===== config.mk =====
export PLATFORM = sky130hd
export DESIGN_NAME = dcd_decoder
export DESIGN_NICKNAME = d
export VERILOG_FILES = /design/src/design/dcd_pkg.sv /design/src/design/dcd_sync.sv /design/src/design/dcd_vref.sv /design/src/design/dcd_decoder.sv
export SDC_FILE = /design/constraint.sdc
export NUM_CORES = 1
export LEC_CHECK = 0
export BUFFER_PORTS_ARGS = -buffer_cell sky130_fd_sc_hd__buf_4
export CORE_ASPECT_RATIO = 0.7
export CORE_MARGIN = 5
export CORE_UTILIZATION = 45
export DETAILED_ROUTE_END_ITERATION = 12
export HOLD_SLACK_MARGIN = 0.05
export PLACE_DENSITY = 0.78
export SLEW_MARGIN = 25
export SYNTH_ARGS = -nofsm -noshare
export SYNTH_HDL_FRONTEND = slang
export SYNTH_SLANG_ARGS = --single-unit

===== constraint.sdc =====
create_clock -name i_clock -period 3.25 [get_ports i_clock]
set_input_delay 0.325 -clock i_clock [delete_from_list [all_inputs] [get_ports i_clock]]
set_output_delay 0.325 -clock i_clock [all_outputs]
set_load 0.02 [all_outputs]

===== src/design/dcd_pkg.sv =====
package dcd_pkg;

  // ----------------------------------------------------------------
  // Command codes
  // ----------------------------------------------------------------
  typedef enum logic [4:0] {
    DCD_CMD_NONE   = 5'h00,
    DCD_CMD_MRS    = 5'h01,
    DCD_CMD_REF    = 5'h02,
    DCD_CMD_SRE    = 5'h03,
    DCD_CMD_SRX    = 5'h04,
    DCD_CMD_PRE    = 5'h05,
    DCD_CMD_PREA   = 5'h06,
    DCD_CMD_ACT    = 5'h07,
    DCD_CMD_WR     = 5'h08,
    DCD_CMD_WRA    = 5'h09,
    DCD_CMD_RD     = 5'h0A,
    DCD_CMD_RDA    = 5'h0B,
    DCD_CMD_NOP    = 5'h0C,
    DCD_CMD_DES    = 5'h0D,
    DCD_CMD_PDE    = 5'h0E,
    DCD_CMD_PDX    = 5'h0F,
    DCD_CMD_ZQCL   = 5'h10,
    DCD_CMD_ZQCS   = 5'h11,
    DCD_CMD_ILLEGL = 5'h12
  } dcd_cmd_type;

  // ----------------------------------------------------------------
  // Field positions and constants
  // ----------------------------------------------------------------
  localparam int          DCD_ADDR_W     = 14;
  localparam int          DCD_A10_BIT    = 10;
  localparam int          DCD_A12_BIT    = 12;
  localparam int          DCD_VREF_LO    = 0;
  localparam int          DCD_VREF_HI    = 5;
  localparam int          DCD_VRANGE_BIT = 6;
  localparam int          DCD_VTRAIN_BIT = 7;
  localparam int          DCD_BL_LO      = 0;
  localparam int          DCD_BL_HI      = 1;
  localparam logic [1:0]  DCD_BL_FIX8    = 2'h0;
  localparam logic [1:0]  DCD_BL_OTF     = 2'h1;
  localparam logic [1:0]  DCD_BL_FIX4    = 2'h2;
  localparam logic [2:0]  DCD_MR_RCW     = 3'h7;
  localparam logic [2:0]  DCD_MR_SEVEN   = 3'h7;
  localparam logic [2:0]  DCD_MR_ZERO    = 3'h0;
  localparam logic [2:0]  DCD_MR_SIX     = 3'h6;
  localparam logic [5:0]  DCD_VREF_MAX   = 6'h31;
  localparam logic [3:0]  DCD_BEATS_BL8  = 4'h8;
  localparam logic [3:0]  DCD_BEATS_BC4  = 4'h4;
  // Level in hundredths of a percent of the output supply
  localparam logic [13:0] DCD_R1_BASE    = 14'h1770;
  localparam logic [13:0] DCD_R2_BASE    = 14'h1194;
  localparam logic [13:0] DCD_STEP       = 14'h0041;

  // ----------------------------------------------------------------
  // Carriers
  // ----------------------------------------------------------------
  typedef struct packed {
    logic                  cs_n;
    logic                  act_n;
    logic                  ras_n;
    logic                  cas_n;
    logic                  we_n;
    logic                  cke;
    logic                  odt;
    logic [1:0]            bg;
    logic [1:0]            ba;
    logic [DCD_ADDR_W-1:0] addr;
  } dcd_pins_type;

  typedef struct packed {
    dcd_cmd_type           cmd;
    logic                  valid;
    logic                  illegal;
    logic [1:0]            bg;
    logic [1:0]            ba;
    logic [16:0]           row;
    logic [9:0]            col;
    logic                  auto_pre;
    logic [3:0]            beats;
  } dcd_dec_type;

endpackage


===== src/design/dcd_sync.sv =====
`timescale 1ns/10ps
module dcd_sync #(
  parameter int WIDTH = 1
) (
  input  wire logic             i_clock,
  input  wire logic             i_srst,
  input  wire logic [WIDTH-1:0] i_async,
  output logic      [WIDTH-1:0] o_sync
);
  typedef struct packed {
    logic [WIDTH-1:0] meta;
    logic [WIDTH-1:0] sync;
  } dcd_sync_state_type;

  dcd_sync_state_type state_reg;
  dcd_sync_state_type state_next;

  // ----------------------------------------------------------------
  // Two-stage synchroniser
  // ----------------------------------------------------------------
  // First stage feeds only the second stage
  always_comb begin
    state_next      = state_reg;
    state_next.meta = i_async;
    state_next.sync = state_reg.meta;
  end

  always_ff @(posedge i_clock) begin
    if (i_srst) begin
      state_reg <= '0;
    end else begin
      state_reg <= state_next;
    end
  end

  assign o_sync = state_reg.sync;
endmodule


===== src/design/dcd_vref.sv =====
`timescale 1ns/10ps
module dcd_vref (
  input  wire logic        i_clock,
  input  wire logic        i_srst,
  input  wire logic        i_load,
  input  wire logic [6:0]  i_value,
  output logic      [13:0] o_level,
  output logic             o_range
);
  import dcd_pkg::*;

  typedef struct packed {
    logic [13:0] level;
    logic        range;
  } dcd_vref_state_type;

  dcd_vref_state_type state_reg;
  dcd_vref_state_type state_next;
  logic [5:0]         step_sat;
  logic [13:0]        base;

  // ----------------------------------------------------------------
  // Reference level computation
  // ----------------------------------------------------------------
  // Steps above the last setting are clamped rather than wrapped
  always_comb begin
    state_next = state_reg;
    step_sat   = (i_value[DCD_VREF_HI:DCD_VREF_LO] > DCD_VREF_MAX) ?
                 DCD_VREF_MAX : i_value[DCD_VREF_HI:DCD_VREF_LO];
    base       = i_value[DCD_VRANGE_BIT] ? DCD_R2_BASE : DCD_R1_BASE;
    if (i_load) begin
      state_next.range = i_value[DCD_VRANGE_BIT];
      state_next.level = 14'(base + 14'(step_sat) * DCD_STEP);
    end
  end

  always_ff @(posedge i_clock) begin
    if (i_srst) begin
      state_reg <= '{level: DCD_R1_BASE, range: 1'b0};
    end else begin
      state_reg <= state_next;
    end
  end

  assign o_level = state_reg.level;
  assign o_range = state_reg.range;
endmodule


===== src/design/dcd_decoder.sv =====
`timescale 1ns/10ps
// Contract
// - Decode command from CS, ACT, RAS, CAS, WE, CKE at rising edge.
// - ACT high uses shared pins as RAS/CAS/WE; low as A16..A14.
// - MRS selects the target mode register by bank group and bank bits.
// - Bank commands carry bank group and bank to select target bank.
// - CS low, ACT high, RAS low, CAS and WE high is reserved.
// - Calibration uses A10: high runs long, low runs short.
// - A started read or write burst always completes, never interrupted.
// - On-the-fly mode: A12 low gives chop of four, high gives eight.
// - No internal refresh activity while in power-down.
// - Termination level never alters decoding; termination off in self refresh.
// - Range one spans sixty to ninety-two percent of output supply.
// - Range two spans forty-five to seventy-seven percent of output supply.
// - Fifty settings per range, each step 0.65 percent.
// - Mode register seven writes are ignored entirely.
// - Mode writes with BG0 and bank bits 111 are ignored silently.
// - CS high takes no command; ongoing operations continue.
module dcd_decoder (
  input  wire logic                 i_clock,
  input  wire logic                 i_srst,
  input  wire dcd_pkg::dcd_pins_type i_pins,
  output dcd_pkg::dcd_dec_type      o_dec,
  output logic [2:0]                o_mr_sel,
  output logic [13:0]               o_mr_opcode,
  output logic                      o_mr_we,
  output logic [1:0]                o_bl_mode,
  output logic                      o_burst_busy,
  output logic                      o_zq_long,
  output logic                      o_zq_short,
  output logic                      o_refresh,
  output logic                      o_self_refresh,
  output logic                      o_power_down,
  output logic                      o_odt_active,
  output logic                      o_vref_train,
  output logic                      o_vref_range,
  output logic [13:0]               o_vref_level
);
  import dcd_pkg::*;

  // ----------------------------------------------------------------
  // Power state machine
  // ----------------------------------------------------------------
  typedef enum logic [2:0] {
    PWR_ACTIVE = 3'b001,
    PWR_DOWN   = 3'b010,
    PWR_SELF   = 3'b100
  } dcd_pwr_type;

  typedef struct packed {
    dcd_pwr_type  pwr;
    logic         cke_prev;
    dcd_dec_type  dec;
    logic [2:0]   mr_sel;
    logic [13:0]  mr_opcode;
    logic         mr_we;
    logic [1:0]   bl_mode;
    logic [3:0]   burst_left;
    logic         burst_busy;
    logic         in_self;
    logic         in_pdn;
    logic         zq_long;
    logic         zq_short;
    logic         refresh;
    logic         odt_active;
    logic         vref_train;
    logic         vref_load;
    logic [6:0]   vref_value;
  } dcd_state_type;

  dcd_state_type state_reg;
  dcd_state_type state_next;
  dcd_pins_type  pins;
  logic [$bits(dcd_pins_type)-1:0] pins_raw;
  dcd_dec_type   dec;
  logic [13:0]   vref_level;
  logic          vref_range;

  // ----------------------------------------------------------------
  // Pin synchronisation and reference generator
  // ----------------------------------------------------------------
  // Every pin passes two flops before decoding
  dcd_sync #(
    .WIDTH ($bits(dcd_pins_type))
  ) u_sync (
    .i_clock (i_clock),
    .i_srst  (i_srst),
    .i_async (i_pins),
    .o_sync  (pins_raw)
  );
  assign pins = dcd_pins_type'(pins_raw);

  dcd_vref u_vref (
    .i_clock (i_clock),
    .i_srst  (i_srst),
    .i_load  (state_reg.vref_load),
    .i_value (state_reg.vref_value),
    .o_level (vref_level),
    .o_range (vref_range)
  );

  // ----------------------------------------------------------------
  // Burst beat count for a read or write
  // ----------------------------------------------------------------
  function automatic logic [3:0] beats_of(input logic [1:0] mode, input logic a12);
    unique case (mode)
      DCD_BL_OTF:  beats_of = a12 ? DCD_BEATS_BL8 : DCD_BEATS_BC4;
      DCD_BL_FIX4: beats_of = DCD_BEATS_BC4;
      default:     beats_of = DCD_BEATS_BL8;
    endcase
  endfunction

  // ----------------------------------------------------------------
  // Command table lookup
  // ----------------------------------------------------------------
  // ODT is deliberately absent from this decode
  always_comb begin
    dec          = '0;
    dec.cmd      = DCD_CMD_NONE;
    dec.bg       = pins.bg;
    dec.ba       = pins.ba;
    dec.col      = pins.addr[9:0];
    dec.auto_pre = pins.addr[DCD_A10_BIT];
    dec.row      = {pins.ras_n, pins.cas_n, pins.we_n, pins.addr};
    dec.beats    = beats_of(state_reg.bl_mode, pins.addr[DCD_A12_BIT]);
    dec.valid    = 1'b1;
    if (state_reg.cke_prev && pins.cke) begin
      if (pins.cs_n) begin
        dec.cmd = DCD_CMD_DES;
      end else if (!pins.act_n) begin
        dec.cmd = DCD_CMD_ACT;
      end else begin
        unique case ({pins.ras_n, pins.cas_n, pins.we_n})
          3'b000: dec.cmd = DCD_CMD_MRS;
          3'b001: dec.cmd = DCD_CMD_REF;
          3'b010: dec.cmd = pins.addr[DCD_A10_BIT] ? DCD_CMD_PREA : DCD_CMD_PRE;
          3'b011: dec.cmd = DCD_CMD_ILLEGL;
          3'b100: dec.cmd = pins.addr[DCD_A10_BIT] ? DCD_CMD_WRA : DCD_CMD_WR;
          3'b101: dec.cmd = pins.addr[DCD_A10_BIT] ? DCD_CMD_RDA : DCD_CMD_RD;
          3'b110: dec.cmd = pins.addr[DCD_A10_BIT] ? DCD_CMD_ZQCL : DCD_CMD_ZQCS;
          default: dec.cmd = DCD_CMD_NOP;
        endcase
      end
    end else if (state_reg.cke_prev && !pins.cke) begin
      if (pins.cs_n || (!pins.act_n ? 1'b0 : &{pins.ras_n, pins.cas_n, pins.we_n})) begin
        dec.cmd = DCD_CMD_PDE;
      end else if (!pins.act_n || {pins.ras_n, pins.cas_n, pins.we_n} != 3'b001) begin
        dec.cmd = DCD_CMD_ILLEGL;
      end else begin
        dec.cmd = DCD_CMD_SRE;
      end
    end else if (!state_reg.cke_prev && pins.cke) begin
      if (pins.cs_n || (pins.act_n && &{pins.ras_n, pins.cas_n, pins.we_n})) begin
        dec.cmd = (state_reg.pwr == PWR_SELF) ? DCD_CMD_SRX : DCD_CMD_PDX;
      end else begin
        dec.cmd = DCD_CMD_ILLEGL;
      end
    end else begin
      dec.valid = 1'b0;                                                 // CKE low held
    end
    // Anything that matches no table row is flagged
    dec.illegal = (dec.cmd == DCD_CMD_ILLEGL);
    if (dec.illegal) begin
      dec.valid = 1'b0;
    end
  end

  // ----------------------------------------------------------------
  // Command execution
  // ----------------------------------------------------------------
  always_comb begin
    state_next            = state_reg;
    state_next.cke_prev   = pins.cke;
    state_next.dec        = dec;
    state_next.mr_we      = 1'b0;
    state_next.zq_long    = 1'b0;
    state_next.zq_short   = 1'b0;
    state_next.refresh    = 1'b0;
    state_next.vref_load  = 1'b0;
    // Burst runs to the end regardless of what arrives meanwhile
    if (state_reg.burst_left != 4'h0) begin
      state_next.burst_left = 4'(state_reg.burst_left - 4'h1);
    end
    if (dec.valid) begin
      unique case (dec.cmd)
        DCD_CMD_MRS: begin
          // Register control words and the dead register get no answer
          if ({pins.bg[0], pins.ba} != DCD_MR_RCW &&
              {pins.bg[0], pins.ba} != DCD_MR_SEVEN) begin
            state_next.mr_we     = 1'b1;
            state_next.mr_sel    = {pins.bg[0], pins.ba};
            state_next.mr_opcode = pins.addr;
            if ({pins.bg[0], pins.ba} == DCD_MR_ZERO) begin
              state_next.bl_mode = pins.addr[DCD_BL_HI:DCD_BL_LO];
            end
            if ({pins.bg[0], pins.ba} == DCD_MR_SIX) begin
              state_next.vref_train = pins.addr[DCD_VTRAIN_BIT];
              state_next.vref_load  = 1'b1;
              state_next.vref_value = pins.addr[6:0];
            end
          end
        end
        DCD_CMD_REF: state_next.refresh = 1'b1;
        DCD_CMD_WR, DCD_CMD_WRA, DCD_CMD_RD, DCD_CMD_RDA: begin
          // A new column command arriving during a running burst is dropped
          if (state_reg.burst_left == 4'h0) begin
            state_next.burst_left = dec.beats;
          end
        end
        DCD_CMD_ZQCL: state_next.zq_long  = 1'b1;
        DCD_CMD_ZQCS: state_next.zq_short = 1'b1;
        DCD_CMD_SRE:  state_next.pwr      = PWR_SELF;
        DCD_CMD_PDE:  state_next.pwr      = PWR_DOWN;
        DCD_CMD_SRX, DCD_CMD_PDX: state_next.pwr = PWR_ACTIVE;
        default: ;
      endcase
    end
    // Termination follows its pin except while self refreshing
    state_next.odt_active = pins.odt && (state_next.pwr != PWR_SELF);
    // Status levels get their own flops so no output is a decode of state
    state_next.burst_busy = (state_next.burst_left != 4'h0);
    state_next.in_self    = (state_next.pwr == PWR_SELF);
    state_next.in_pdn     = (state_next.pwr == PWR_DOWN);
  end

  // ----------------------------------------------------------------
  // State register
  // ----------------------------------------------------------------
  always_ff @(posedge i_clock) begin
    if (i_srst) begin
      state_reg          <= '0;
      state_reg.pwr      <= PWR_ACTIVE;
      state_reg.dec.cmd  <= DCD_CMD_NONE;
      state_reg.bl_mode  <= DCD_BL_FIX8;
    end else begin
      state_reg <= state_next;
    end
  end

  // ----------------------------------------------------------------
  // Outputs
  // ----------------------------------------------------------------
  // Refresh pulse is raised in power-down only by a REF after an illegal exit left the state there: only a command makes it
  assign o_dec          = state_reg.dec;
  assign o_mr_sel       = state_reg.mr_sel;
  assign o_mr_opcode    = state_reg.mr_opcode;
  assign o_mr_we        = state_reg.mr_we;
  assign o_bl_mode      = state_reg.bl_mode;
  assign o_burst_busy   = state_reg.burst_busy;
  assign o_zq_long      = state_reg.zq_long;
  assign o_zq_short     = state_reg.zq_short;
  assign o_refresh      = state_reg.refresh;
  assign o_self_refresh = state_reg.in_self;
  assign o_power_down   = state_reg.in_pdn;
  assign o_odt_active   = state_reg.odt_active;
  assign o_vref_train   = state_reg.vref_train;
  assign o_vref_range   = vref_range;
  assign o_vref_level   = vref_level;
endmodule


======== Yosys cells after proc, flatten, opt, wreduce, memory -nomap -nowiden ========
Cells that the tools add are included.
cells by class
  add/subtract/negate cells ............... 2
  multipliers ............................. 1
  divide/modulo/power cells ............... 0
  $lt $le $gt $ge ......................... 1
  eq/ne operators ......................... 28
  shift operators ......................... 0
  muxes and demuxes ....................... 35
  bitwise logic cells ..................... 3
  reduce and logical (&&, ||, !) cells .... 25
operators with widths
  operator                                                             number
  5-bit 2-to-1 mux                                                     8
  5-bit one-hot mux with 7 select lines                                1
  5-bit by 4-bit == test with 1-bit output, second input constant      6
  4-bit 2-to-1 mux                                                     6
  20-bit 2-to-1 mux                                                    1
  3-bit == test, second input constant                                 6
  5-bit == test, second input constant                                 3
  14-bit by 13-bit adder with 14-bit output                            1
  6-bit by 7-bit multiplier with 13-bit output, second input constant  1
  1-bit 2-to-1 mux                                                     11
  11-bit 2-to-1 mux                                                    1
  5-bit by 2-bit == test with 1-bit output, second input constant      2
  3-bit by 2-bit == test with 1-bit output, second input constant      3
  3-bit one-hot mux with 3 select lines                                1
  8-bit 2-to-1 mux                                                     1
  4-bit one-hot mux with 2 select lines                                1
  4-bit AND reduction                                                  2
  4-bit nonzero test                                                   2
  4-bit OR reduction                                                   2
  6-bit > comparator, second input constant                            1
  3-bit logical NOT                                                    2
  6-bit 2-to-1 mux                                                     1
  3-bit != test, second input constant                                 2
  3-bit AND reduction                                                  2
  16 further kinds                                                     28
storage, ports and cells
  register bits after elaboration ......... 152
  latch bits .............................. 0
  RAM bits ................................ 0
  ROM bits ................................ 0
  input port bits ......................... 27
  output and inout port bits .............. 86
  word-level logic and storage cells ...... 125
  memories ................................ 0

======== Logic depth before layout (Yosys ltp) ========
  word-level depth ........................ 13
  mapped depth ............................ 13
  depth with buffers taken out ............ 13

======== Modules after synthesis ========
From an unflattened synthesis, not the netlist that was laid out.
unflattened totals
  cell total of the unflattened synthesis .. 581
  area total of the unflattened synthesis .. 5808.1 µm²
by module, submodules not included
  module       instances  cells each  area each (µm²)  seq. area each (µm²)
  dcd_decoder  1          365         3458.3           1481.4
  dcd_sync     1          105         1338.8           1001.0
  dcd_vref     1          111         1011.0           300.3

======== Worst setup path after synthesis ========
OpenSTA, ideal clock, no wires.
  kind .................................... register to register
  from .................................... register state_reg[4] (netlist name)
  to ...................................... register u_vref.state_reg (netlist bit u_vref.o_level[11])
  library setup time ...................... 0.128 ns
  arrival ................................. 2.333 ns
  required time ........................... 3.122 ns
  slack ................................... 0.789 ns
  stages on the path, launching flop included .. 12
  buffers on the path ..................... 0
  period minus slack after synthesis ...... 2.461 ns
  cells stage by stage .................... dfxtp_1 > nand2_1 > o21bai_1 > ha_1 > ha_1 > ha_1 > a31oi_1 > nor2_1 > o41ai_1 > xnor2_1 > mux2i_1 > nor2_1
on the way
  cells in the longest elaborated chain, start to end .. 4
RTL lines
  element                                       line                source
  from (decl)                                   dcd_decoder.sv:71   dcd_state_type state_reg;
  from (signal assigned)                        dcd_decoder.sv:236  state_reg <= state_next;
  6-bit > comparator                            dcd_vref.sv:28      step_sat = (i_value[DCD_VREF_HI:DCD_VREF_LO] > DCD_VREF_MAX) ?
  6-bit 2-to-1 mux                              dcd_vref.sv:28
  via u_vref.step_sat[0]                        dcd_vref.sv:19      logic [5:0] step_sat;
  6-bit by 7-bit multiplier with 13-bit output  dcd_vref.sv:33      state_next.level = 14'(base + 14'(step_sat) * DCD_STEP);
  14-bit by 13-bit adder with 14-bit output     dcd_vref.sv:33
  to (signal assigned)                          dcd_vref.sv:39      state_reg <= '{level: DCD_R1_BASE, range: 1'b0};
  to (signal assigned)                          dcd_vref.sv:41      state_reg <= state_next;
  to (decl)                                     dcd_vref.sv:17      dcd_vref_state_type state_reg;
The timed path passes the listed nets, and every way through them passes these cells.
A chain may end at the register's enable or synchronous reset.

======== Worst setup path after layout ========
Same ends and word-level chain as after synthesis.

==> impl_metrics.yaml <==
floorplan:
  coreArea_mm2: 0.0125
  die_w_um: 146
  die-area_mm2: 0.0153
  num_io_pins: 113
  initial_core_util_pct: 46.3
  die_y_um: 105
  row_count: 34
clock_network:
  clockBufferDepth: 2
  cts_tree: "built"
  htreeDepth: 4
  clk_pin_slew_ns: 0.06
  cts_buffers: 17
  clock_latency_ns: 0.41
  post_cts_resized: 0
  clkSinkCount: 139
  postCtsSetupRepairBufs: 0
  root_buffer: "clkbuf_16"
  cts_hold_buf: 0
drt:
  drc_errors: 0
  vias_per_cell: 4.92
  vias: 4031
  first_pass_iters: 4
  drtIter0Drc: 326
  wl_per_cell_um: 14.9
  antenna_left: 0
  wirelength_um: 12300
worst_setup_path:
  crit_arrival_ns: 3.07
  cp.required_ns: 3.53
  critPathCaptureType: "register"
  critPathKind: "reg2reg"
  cp_max_fo: 5
  startpoint_type: "register"
  r2r_slack_ns: 0.47
synth:
  yosys-top-cells-count: "139 x dfxtp_1, 67 x nor2b_1, 65 x buf_4"
  synth_top_area_cell: "dfxtp_1"
  synth_warnings: 0
  synthCells: 602
  synth_edf_count: 0
  yosysMostFrequentCell: "dfxtp_1"
  ys_ff_latch: 139
  syn_area_per_cell_um2: 9.63
  async_reset_ff_share_pct: 0
  ys.flop_type: "dfxtp_1"
  synthTopCellsByArea: "dfxtp_1 48%, buf_4 8.4%, nor2b_1 7.2%"
  synth_top_area_share_pct: 48.0
  syn_area_mm2: 0.00580
  ys_seq_area_share_pct: 48.0
  synth_cell_types: 58
final_layout:
  n_antenna_cell: 0
  instances_no_fill: 820
  area_growth_pct: 18.3
  fin_area_mm2: 0.00685
  fill_cells: 1121
  nets: 692
  largest_reg_flops: 30
  drive_gt1_share_pct: 26.9
grt:
  antenna_found_initial: 0
  gr-total-overflow: 0
  grt_pass1_vias: 4050
  grt_max_degree: 72
  grt_util_all_layers_pct: 16.4
  grt_pass1_wl_um: 20600
timing:
  tightest_slew_ns: 0.743
  slew_violations: 0
  hold_viol_final: 0
  skew_ns: 0.0141
  setup_tns_ns: 0
  slew_headroom_pct: 50.4
  post-route-period-util_pct: 85.6
  rsz0062_at_grt: "no"
  fmax_ghz: 0.359
  setup_viol: 0
  period_needed_ns: 2.78
hold_path:
  holdCritPathClass: "in2reg"
status:
  status: "complete, no violations"
place:
  dp.cells: 788
  io_buffer_count: 110
  gp_congestion: 0.867
  dp_hpwl_um: 8970
  postPlaceCellArea_mm2: 0.00625
power_and_ir_drop:
  ir_drop_v: 0.000413
  power.total_w: 0.00411
  p_per_area_mw_per_mm2: 600
  p_leak_nw: 3.08
job:
  max-cap-violations: 0
## metal layers
metal,up-vias,GRT usage (%),wire [um],share of wire (%)
met3,7,6.14,712,5.8
met4,0,4.99,113,0.92
met2,95,25.5,5740,47
met1,1885,21.4,5690,46
li1,2044,-,-,-
met5,-,0,0,0
## worst max-delay path, stage by stage (launching register included)
cell and delay (ns):
dfxtp_1 0.39, nand2_1 0.12, o21bai_1 0.21, ha_1 0.27, ha_1 0.28, ha_1 0.33, a31oi_1 0.25, nor2_1 0.10
o41ai_1 0.41, xnor2_1 0.12, mux2i_1 0.15, nor2_1 0.05
## cell type report
cell class	instances	area, um2	share of cell area (%)
Clock buffer	18	439	6.41
Clock inverter	14	160	2.34
Inverter	31	116	1.70
Multi-Input combinational cell	340	2280	33.3
Sequential cell	139	2780	40.6
Tap cell	162	203	2.96
Timing Repair Buffer	116	871	12.7
## metrics by stage
step	utilization, %	setup slack (ns)	hold WS (ns)
floorplan	-	0.789	0.407
global placement	50.0	0.557	0.417
detailed placement	50.0	0.491	0.421
CTS	54.8	0.475	0.106
global route	54.8	0.211	0.111
finish	54.8	0.468	0.121
## where the power goes
group	internal, W	switching (W)	leakage [nW]	total [W]
clock	0.00117	0.000755	0.298	0.00192
combinational	0.000168	0.000214	1.65	0.000381
sequential	0.00177	0.0000371	1.13	0.00181
## placed cells by master, fill, tap and decap left out, types with 17 or more instances in the layout
cell type	count
a21oi_1	20
a31o_2	19
and3_1	19
buf_4	116
clkbuf_16	17
dfxtp_1	139
ha_1	18
inv_1	31
nand2_1	33
nor2_1	36
nor2b_1	67
## logic make-up after synthesis
| family | after synthesis | share of synthesized area, % |
|---|---|---|
| adders and majority gates | 20 | 4.58 |
| other | 1 | 0.0647 |
| and+or+nand+nor | 205 | 19.5 |
| buffers and inverters | 124 | 12.7 |
| muxes | 18 | 3.28 |
| AOI/OAI and AO/OA | 89 | 10.9 |
| xor gates and xnor gates | 6 | 0.907 |
| DFF | 139 | 48.0 |
## path summary, 6_finish.rpt
check,end,startpoint,depth (start not counted)
worst max-delay path,u_vref.o_level[11],state_reg[4],11
worst min-delay path,u_sync.state_next[21],i_pins[21],2
worst max register to register,u_vref.o_level[11],state_reg[4],11
worst min register to register,o_odt_active,u_sync.o_sync[18],2
Power figures use the tool's default switching activity.
